**src/inc/wake_timer_pkg.sv**
```systemverilog
/*
 * constants, register map and field layouts of the wake-up timer block.
 * assumes a 20 MHz system clock and low-frequency oscillator levels that
 * arrive synchronous to it.
 */
package wake_timer_pkg;

    // register indices; byte address is four times the index
    localparam logic [9:0] IDX_CFG_HIGH = 10'h30c;
    localparam logic [9:0] IDX_CFG_LOW = 10'h30d;
    localparam logic [9:0] IDX_RELOAD_UPPER = 10'h30e;
    localparam logic [9:0] IDX_RELOAD_LOWER = 10'h30f;
    localparam logic [9:0] IDX_FLAG_CLEAR = 10'h310;
    localparam logic [9:0] IDX_STATUS = 10'h311;
    localparam int ADDR_W = 12;

    // field positions
    localparam int FC_CLEAR_BIT = 0;
    localparam int FC_CAL_BIT = 1;
    localparam int ST_LIVE_BIT = 0;
    localparam int ST_LATCH_BIT = 1;
    localparam int ST_COLD_BIT = 2;

    // reset values
    localparam logic [7:0] CFG_RESET = 8'h00;
    localparam logic [7:0] RELOAD_BYTE_RESET = 8'h00;
    localparam logic COLD_FLAG_RESET = 1'b1;

    // axi responses
    localparam logic [1:0] RESP_OKAY = 2'h0;
    localparam logic [1:0] RESP_SLVERR = 2'h2;

    // tick divider per prescaler code
    localparam logic [16:0] TICK_DIV [8] = '{17'h00001, 17'h00004, 17'h00008,
        17'h00010, 17'h00080, 17'h00400, 17'h02000, 17'h10000};

    typedef struct packed {
        logic reserved;
        logic [3:0] rc_coarse_tune;
        logic [2:0] tick_divider_sel;
    } cfg_high_t;

    typedef struct packed {
        logic reserved7;
        logic rc_osc_enable;
        logic crystal_osc_enable;
        logic timer_clock_select;
        logic retention_ram_power;
        logic [1:0] reserved21;
        logic wake_on_timeout_arm;
    } cfg_low_t;

    typedef enum {CH_IDLE, CH_RESP} chan_state_t;

endpackage

```
**src/core/wakeup_timer_control.sv**
```systemverilog
/*
 * wake-up timer: axi4-lite register slave, prescaler, 16-bit reload
 * down-counter, timeout flags and oscillator / retention controls.
 * assumes oscillator levels synchronous to clk and one axi master.
 */
`timescale 1ns/1ps
module wakeup_timer_control
    import wake_timer_pkg::*;
(
    // clock, reset, enable
    input wire logic clk,
    input wire logic reset_n,
    input wire logic clk_en,
    // low-frequency oscillator levels
    input wire logic rc_osc_level,
    input wire logic crystal_osc_level,
    // axi4-lite write
    input wire logic [ADDR_W-1:0] s_axi_awaddr,
    input wire logic s_axi_awvalid,
    output logic s_axi_awready,
    input wire logic [31:0] s_axi_wdata,
    input wire logic [3:0] s_axi_wstrb,
    input wire logic s_axi_wvalid,
    output logic s_axi_wready,
    output logic [1:0] s_axi_bresp,
    output logic s_axi_bvalid,
    input wire logic s_axi_bready,
    // axi4-lite read
    input wire logic [ADDR_W-1:0] s_axi_araddr,
    input wire logic s_axi_arvalid,
    output logic s_axi_arready,
    output logic [31:0] s_axi_rdata,
    output logic [1:0] s_axi_rresp,
    output logic s_axi_rvalid,
    input wire logic s_axi_rready,
    // controls to the analog side
    output logic rc_osc_enable,
    output logic crystal_osc_enable,
    output logic retention_ram_power,
    output logic [3:0] rc_coarse_tune,
    output logic [3:0] rc_tune_state,
    output logic rc_cal_enable,
    // wake-up
    output logic timeout_live_event,
    output logic wake_request
);

    cfg_high_t cfg_high_r;
    cfg_low_t cfg_low_r;
    logic [7:0] upper_pending_r;
    logic [15:0] reload_count_r;
    logic [15:0] count_r;
    logic [15:0] presc_cnt_r;
    logic osc_prev_r;
    logic live_r;
    logic timeout_latched_flag_r;
    logic cold_start_flag_r;
    logic rc_cal_enable_r;
    logic wake_r;
    logic [3:0] tune_state_r;
    logic aw_got_r, w_got_r;
    logic [ADDR_W-1:0] aw_addr_r;
    logic [31:0] w_data_r;
    logic [3:0] w_strb_r;
    logic awready_r, wready_r, bvalid_r, arready_r, rvalid_r;
    logic [1:0] bresp_r, rresp_r;
    logic [31:0] rdata_r;
    chan_state_t wr_state_r;

    // write channel handshakes; address and data may come in either order
    logic aw_hs, w_hs, aw_have, w_have, do_write, b_done;
    logic [ADDR_W-1:0] wr_addr;
    logic [31:0] wr_data;
    logic wr_lane0;
    logic [9:0] wr_idx;
    logic wr_hit;
    assign aw_hs = s_axi_awvalid && awready_r;
    assign w_hs = s_axi_wvalid && wready_r;
    assign aw_have = aw_got_r || aw_hs;
    assign w_have = w_got_r || w_hs;
    assign do_write = clk_en && aw_have && w_have && (wr_state_r == CH_IDLE);
    assign b_done = bvalid_r && s_axi_bready;
    assign wr_addr = aw_got_r ? aw_addr_r : s_axi_awaddr;
    assign wr_data = w_got_r ? w_data_r : s_axi_wdata;
    assign wr_lane0 = w_got_r ? w_strb_r[0] : s_axi_wstrb[0];
    assign wr_idx = wr_addr[ADDR_W-1:2];
    assign wr_hit = (wr_idx >= IDX_CFG_HIGH) && (wr_idx <= IDX_STATUS);

    // strobes of the single-byte registers; only lane 0 carries data
    logic we_cfg_high, we_cfg_low, we_upper, we_lower, we_flag;
    assign we_cfg_high = do_write && wr_lane0 && (wr_idx == IDX_CFG_HIGH);
    assign we_cfg_low = do_write && wr_lane0 && (wr_idx == IDX_CFG_LOW);
    assign we_upper = do_write && wr_lane0 && (wr_idx == IDX_RELOAD_UPPER);
    assign we_lower = do_write && wr_lane0 && (wr_idx == IDX_RELOAD_LOWER);
    assign we_flag = do_write && wr_lane0 && (wr_idx == IDX_FLAG_CLEAR);

    // write channel state
    always_ff @(posedge clk or negedge reset_n)
    begin
        if (!reset_n)
        begin
            aw_got_r <= 1'b0;
            w_got_r <= 1'b0;
            aw_addr_r <= '0;
            w_data_r <= '0;
            w_strb_r <= '0;
            awready_r <= 1'b0;
            wready_r <= 1'b0;
            bvalid_r <= 1'b0;
            bresp_r <= RESP_OKAY;
            wr_state_r <= CH_IDLE;
        end
        else if (clk_en)
        begin
            case (wr_state_r)
                CH_IDLE:
                begin
                    if (do_write)
                    begin
                        aw_got_r <= 1'b0;
                        w_got_r <= 1'b0;
                        awready_r <= 1'b0;
                        wready_r <= 1'b0;
                        bvalid_r <= 1'b1;
                        bresp_r <= wr_hit ? RESP_OKAY : RESP_SLVERR;
                        wr_state_r <= CH_RESP;
                    end
                    else
                    begin
                        if (aw_hs)
                        begin
                            aw_got_r <= 1'b1;
                            aw_addr_r <= s_axi_awaddr;
                        end
                        if (w_hs)
                        begin
                            w_got_r <= 1'b1;
                            w_data_r <= s_axi_wdata;
                            w_strb_r <= s_axi_wstrb;
                        end
                        awready_r <= !aw_have;
                        wready_r <= !w_have;
                    end
                end
                CH_RESP:
                begin
                    if (b_done)
                    begin
                        bvalid_r <= 1'b0;
                        awready_r <= 1'b1;
                        wready_r <= 1'b1;
                        wr_state_r <= CH_IDLE;
                    end
                end
                default: wr_state_r <= CH_IDLE;
            endcase
        end
    end

    // read channel; write-only registers read back as zero
    logic [9:0] rd_idx;
    logic [31:0] rd_word;
    logic rd_hit;
    assign rd_idx = s_axi_araddr[ADDR_W-1:2];
    assign rd_hit = (rd_idx >= IDX_CFG_HIGH) && (rd_idx <= IDX_STATUS);
    always_comb
    begin
        rd_word = '0;
        if (rd_idx == IDX_FLAG_CLEAR)
            rd_word[FC_CAL_BIT] = rc_cal_enable_r;
        if (rd_idx == IDX_STATUS)
        begin
            rd_word[ST_LIVE_BIT] = live_r;
            rd_word[ST_LATCH_BIT] = timeout_latched_flag_r;
            rd_word[ST_COLD_BIT] = cold_start_flag_r;
        end
    end

    always_ff @(posedge clk or negedge reset_n)
    begin
        if (!reset_n)
        begin
            arready_r <= 1'b0;
            rvalid_r <= 1'b0;
            rdata_r <= '0;
            rresp_r <= RESP_OKAY;
        end
        else if (clk_en)
        begin
            if (s_axi_arvalid && arready_r)
            begin
                arready_r <= 1'b0;
                rvalid_r <= 1'b1;
                rdata_r <= rd_word;
                rresp_r <= rd_hit ? RESP_OKAY : RESP_SLVERR;
            end
            else if (rvalid_r && s_axi_rready)
            begin
                rvalid_r <= 1'b0;
                arready_r <= 1'b1;
            end
            else if (!rvalid_r)
                arready_r <= 1'b1;
        end
    end

    // configuration registers; high applies at once, low order is software's job
    always_ff @(posedge clk or negedge reset_n)
    begin
        if (!reset_n)
        begin
            cfg_high_r <= cfg_high_t'(CFG_RESET);
            cfg_low_r <= cfg_low_t'(CFG_RESET);
            rc_cal_enable_r <= 1'b0;
        end
        else if (clk_en)
        begin
            if (we_cfg_high)
                cfg_high_r <= cfg_high_t'(wr_data[7:0]);
            if (we_cfg_low)
                cfg_low_r <= cfg_low_t'(wr_data[7:0]);
            if (we_flag)
                rc_cal_enable_r <= wr_data[FC_CAL_BIT];
        end
    end

    // reload value; upper byte waits for the lower write
    always_ff @(posedge clk or negedge reset_n)
    begin
        if (!reset_n)
        begin
            upper_pending_r <= RELOAD_BYTE_RESET;
            reload_count_r <= {RELOAD_BYTE_RESET, RELOAD_BYTE_RESET};
        end
        else if (clk_en)
        begin
            if (we_upper)
                upper_pending_r <= wr_data[7:0];
            if (we_lower)
                reload_count_r <= {upper_pending_r, wr_data[7:0]};
        end
    end

    // base tick from the selected oscillator's rising edge
    logic osc_level, timer_on, base_tick, presc_tick;
    logic [16:0] div_now;
    assign osc_level = cfg_low_r.timer_clock_select ? rc_osc_level : crystal_osc_level;
    assign timer_on = cfg_low_r.timer_clock_select ? cfg_low_r.rc_osc_enable
                                                   : cfg_low_r.crystal_osc_enable;
    assign base_tick = timer_on && osc_level && !osc_prev_r;
    assign div_now = TICK_DIV[cfg_high_r.tick_divider_sel];
    // compare with >= so a divider lowered mid-count ticks at once, not after a 16-bit wrap
    assign presc_tick = base_tick && ({1'b0, presc_cnt_r} >= div_now - 17'h00001);

    // prescaler and down-counter; a lower write restarts the count
    always_ff @(posedge clk or negedge reset_n)
    begin
        if (!reset_n)
        begin
            osc_prev_r <= 1'b0;
            presc_cnt_r <= '0;
            count_r <= '0;
        end
        else if (clk_en)
        begin
            osc_prev_r <= osc_level;
            if (presc_tick)
                presc_cnt_r <= '0;
            else if (base_tick)
                presc_cnt_r <= presc_cnt_r + 16'h0001;
            if (we_lower)
                count_r <= {upper_pending_r, wr_data[7:0]};
            else if (presc_tick)
                count_r <= (count_r == 16'h0000) ? reload_count_r
                                                 : count_r - 16'h0001;
        end
    end

    // timeout event and flags; a new event beats a simultaneous clear
    logic live_nxt, timeout_hit, flag_clr;
    assign live_nxt = timer_on && (count_r == 16'h0000);
    assign timeout_hit = live_nxt && !live_r;
    assign flag_clr = we_flag && wr_data[FC_CLEAR_BIT];
    always_ff @(posedge clk or negedge reset_n)
    begin
        if (!reset_n)
        begin
            live_r <= 1'b0;
            timeout_latched_flag_r <= 1'b0;
            cold_start_flag_r <= COLD_FLAG_RESET;
            wake_r <= 1'b0;
        end
        else if (clk_en)
        begin
            live_r <= live_nxt;
            wake_r <= timeout_hit && cfg_low_r.wake_on_timeout_arm;
            if (timeout_hit)
                timeout_latched_flag_r <= 1'b1;
            else if (flag_clr)
                timeout_latched_flag_r <= 1'b0;
            if (flag_clr)
                cold_start_flag_r <= 1'b0;
        end
    end

    // coarse tune code to oscillator state 1..10; other codes give 0
    always_ff @(posedge clk or negedge reset_n)
    begin
        if (!reset_n)
            tune_state_r <= 4'h0;
        else if (clk_en)
        begin
            case (cfg_high_r.rc_coarse_tune)
                4'h0: tune_state_r <= 4'ha;
                4'h1: tune_state_r <= 4'h9;
                4'h8: tune_state_r <= 4'h8;
                4'h9: tune_state_r <= 4'h7;
                4'hc: tune_state_r <= 4'h6;
                4'hd: tune_state_r <= 4'h5;
                4'he: tune_state_r <= 4'h4;
                4'hf: tune_state_r <= 4'h3;
                4'h6: tune_state_r <= 4'h2;
                4'h7: tune_state_r <= 4'h1;
                default: tune_state_r <= 4'h0;
            endcase
        end
    end

    // outputs straight from flops
    assign s_axi_awready = awready_r;
    assign s_axi_wready = wready_r;
    assign s_axi_bvalid = bvalid_r;
    assign s_axi_bresp = bresp_r;
    assign s_axi_arready = arready_r;
    assign s_axi_rvalid = rvalid_r;
    assign s_axi_rdata = rdata_r;
    assign s_axi_rresp = rresp_r;
    assign rc_osc_enable = cfg_low_r.rc_osc_enable;
    assign crystal_osc_enable = cfg_low_r.crystal_osc_enable;
    assign retention_ram_power = cfg_low_r.retention_ram_power;
    assign rc_coarse_tune = cfg_high_r.rc_coarse_tune;
    assign rc_tune_state = tune_state_r;
    assign rc_cal_enable = rc_cal_enable_r;
    assign timeout_live_event = live_r;
    assign wake_request = wake_r;
endmodule

```
**config.mk**
```make
export PLATFORM = sky130hd
export DESIGN_NAME = wakeup_timer_control
export DESIGN_NICKNAME = d
export VERILOG_FILES = /design/src/inc/wake_timer_pkg.sv /design/src/core/wakeup_timer_control.sv
export SDC_FILE = /design/constraint.sdc
export NUM_CORES = 1
export LEC_CHECK = 0
export BUFFER_PORTS_ARGS = -buffer_cell sky130_fd_sc_hd__buf_2
export CAP_MARGIN = 20
export CORE_AREA = 2 2 108 110
export DETAILED_ROUTE_END_ITERATION = 8
export DIE_AREA = 0 0 110 112
export PLACE_DENSITY = 0.77
export SETUP_SLACK_MARGIN = 0.1
export SYNTH_ARGS = -nofsm -noshare
export SYNTH_HDL_FRONTEND = slang
export SYNTH_SLANG_ARGS = --single-unit
```
**constraint.sdc**
```tcl
create_clock -name clk -period 8.75 [get_ports clk]
set_clock_uncertainty 0.15 [all_clocks]
set_input_delay 1.75 -clock clk [delete_from_list [all_inputs] [get_ports clk]]
set_output_delay 1.75 -clock clk [all_outputs]
set_load 0.01 [all_outputs]
```
==> flow_metrics.tcl <==
set metrics [dict create \
    gr-total-overflow 0 \
    power_density_mw_per_mm2 196 \
    cts_buffers 9 \
    cp-end-kind "flip-flop" \
    leakage_nw 3.23 \
    core-area_mm2 0.0112 \
    drc 0 \
    antenna_cells 0 \
    min_period_over_period_pct 45.9 \
    outcome "completed" \
    hold_path_class "flip-flop to flip-flop" \
    clk_pin_slew_worst_paths_ns 0.07 \
    ys_seq_area_share_pct 45.2 \
    cts_root_buffer "clkbuf_16" \
    arrival_ns 4.09 \
    clock_power_share_pct 31.9 \
    port_buffers 62 \
    ir_worst_vdd_mv 0.152 \
    synthFlopType "dfrtp_1" \
    grt_pass1_vias 4582 \
    antenna_found_initial 0 \
    hold_path.startpoint "timeout_latched_flag_r" \
    drt_iter0_markers 190 \
    grtUsageMet1_pct 28.8 \
    gp_congestion 0.851 \
    power.switching_mw 0.387 \
    rsz0062_at_grt "false" \
    critPathRequiredTime_ns 8.82 \
    postCtsHoldBufs 0 \
    synth_edf_count 0 \
    num_vias 4684 \
    totalWireLength_um 12600 \
    grt_pass1_wl_um 21600 \
    holdWs_ns 0.335 \
    post_cts_buffers 0 \
    initial_core_util_pct 54.1 \
    first_pass_iters 5 \
    die_h_um 112 \
    pin_count 125 \
    combPwrFrac_pct 20.2 \
    ant_nets 0 \
    clockBufferDepth 2 \
    grt_max_degree 84 \
    cts-htree-levels 3 \
    min_to "timeout_latched_flag_r" \
    setup_viol 0 \
    power_frac_seq_pct 47.8 \
    cts_resized 0 \
    die_w_um 110 \
    grtUsageMet2_pct 35.5 \
    ys_ff_latch 109 \
    cts.sinks 109 \
    slew_violations 0 \
    switching_share_pct 29.7 \
    global_route.usage.met3_pct 5.44 \
    routedWlPerCell_um 15.3 \
    hold-path-cell-count 1 \
    drive_gt1_share_pct 18.2 \
    cts_tree "built" \
    max_slew_margin_pct 38.9 \
    fp.dieArea_mm2 0.0123 \
    maxCapViolCount 0 \
    r2r_cells 11 \
    syn_to_final_growth_pct 9.92 \
    grt_use_total_pct 21.9 \
    fmax_mhz 249 \
    nets 768 \
    synth_area_mm2 0.00604 \
    crit_path_start_kind "input port" \
    p_int_mw 0.914 \
    worstPathMaxFanout 50 \
    via_per_inst 5.69 \
    hpwl_um 8900 \
    rows 39 \
    path_class "input port to flip-flop" \
    synth_warnings 0 \
    r2r-end "count_r[13]" \
    reg2reg_slack_ns 5.31 \
    fin_tns_setup_ns 0 \
    hold_viol 0 \
    avgSynthCellArea_um2 9.63 \
    min_period_ns 4.02 \
    r2r-start "cfg_high_r[1]" \
    ys_async_sr_fraction_pct 100 \
    synthCells 627 \
    synth_cell_types 61 \
    worst_slew_pin_slew_ns 0.908 \
    clk_latency_ns 0.34 \
    grt_busiest_layer "met2" \
]
[placed cells by master, fill, tap and decap left out, types with 11 or more instances in the layout]
cell     instances
a21oi_1         34
a31oi_1         19
buf_2           61
conb_1          31
dfrtp_1        108
ha_1            23
inv_1           22
mux2_2          27
mux2i_1         15
nand2_1         73
nand3_1         18
nor2_1          58
nor3_1          11
o21ai_0         19
o21ai_1         18
[logic make-up (layout without fill, tap and decap cells)]
family / Yosys count / count (layout) / synth area share, %
other cells: 1 / 31 / 0.0621
xor+xnor: 18 / 18 / 2.61
flops: 109 / 109 / 45.2
fa+ha+maj: 23 / 23 / 4.76
buf+inv: 83 / 106 / 7.60
compound gates: 132 / 132 / 13.6
mux: 51 / 51 / 9.82
simple gates: 210 / 210 / 16.3
[metrics by stage]
stage	cell area (µm²)	util (%)	power [mW]	instances	setup WS, ns
2_1_floorplan	6150	-	0.819	657	4.71
3_3_place_gp	6300	56.4	0.882	806	4.42
4_1_cts	6610	59.2	1.31	822	4.76
5_1_grt	6640	59.4	1.37	823	4.65
3_5_place_dp	6300	56.4	0.894	806	4.40
6_report	6640	59.4	1.30	823	4.73
[metal layers]
metal  up-vias  part of all wire, %
met5         -                    0
met4         0                  1.1
met3        11                  5.8
met2       129                   50
met1      2288                   43
li1       2256                    -
[cell usage after synthesis (all sizes together) (6+ instances only)]
| cell type | instances | area share (%) |
|---|---|---|
| dfrtp | 108 | 45 |
| nand2 | 73 | 4.5 |
| nor2 | 58 | 3.6 |
| buf | 41 | 5.0 |
| o21ai | 37 | 3.1 |
| mux2 | 35 | 7.0 |
| a21oi | 34 | 2.8 |
| ha | 23 | 4.8 |
| inv | 23 | 1.4 |
| a31oi | 19 | 2.0 |
| clkbuf | 19 | 1.2 |
| nand3 | 18 | 1.5 |
| mux2i | 15 | 2.5 |
| nor3 | 11 | 0.91 |
| o211ai | 10 | 1.2 |
| xor2 | 10 | 1.4 |
| xnor2 | 8 | 1.2 |
| a21o | 7 | 0.87 |
| nand4 | 7 | 0.72 |
| nor4 | 7 | 0.83 |
| or3 | 7 | 0.72 |
| a22o | 6 | 0.87 |
| and3 | 6 | 0.62 |
[registers in the layout, indices dropped and copies added (netlist names), 2 cells and up]
register         flops
s_axi_rdata          3
aw_addr_r           10
w_data_r             8
rc_tune_state        4
presc_cnt_r         16
count_r             16
upper_pending_r      8
rc_coarse_tune       4
reload_count_r      16
cfg_high_r           3
cfg_low_r            2
[how the worst max path moves through the flow]
stage | startpoint | end | slack (ns)
final | s_axi_awaddr[7] | reload_count_r[8] | 4.73
after global routing | s_axi_awaddr[7] | reload_count_r[8] | 4.65
after CTS | s_axi_awaddr[7] | reload_count_r[8] | 4.76
after detailed placement | s_axi_awaddr[7] | reload_count_r[8] | 4.40
after global placement | s_axi_awaddr[7] | reload_count_r[8] | 4.42
after floorplan | s_axi_awaddr[7] | reload_count_r[10] | 4.71
[final cells by class]
cell class                      instances  area [µm²]
Multi-Input combinational cell        465        2970
Sequential cell                       109        2730
Inverter                               23        86.3
Tap cell                              143         179
Clock buffer                           10         239
Clock inverter                          6        71.3
Timing Repair Buffer                   67         370
Fill cell                             947        4530
[power groups by stage]
stage	Sequential, mW	Clock, mW	Combinational, mW
after floorplan	0.608	0	0.211
after global placement	0.626	0	0.255
after detailed placement	0.632	0	0.262
after CTS	0.622	0.424	0.263
after global routing	0.634	0.445	0.292
final	0.622	0.416	0.263
[worst max-delay path, cell delays in order]
cell       delay [ns]
buf_2            0.10
or4_4            0.52
a2111oi_4        0.43
and3_1           0.23
nand2b_1         0.07
or3_1            0.31
buf_4            0.30
mux2_1           0.37
Power figures use the tool's default switching activity.
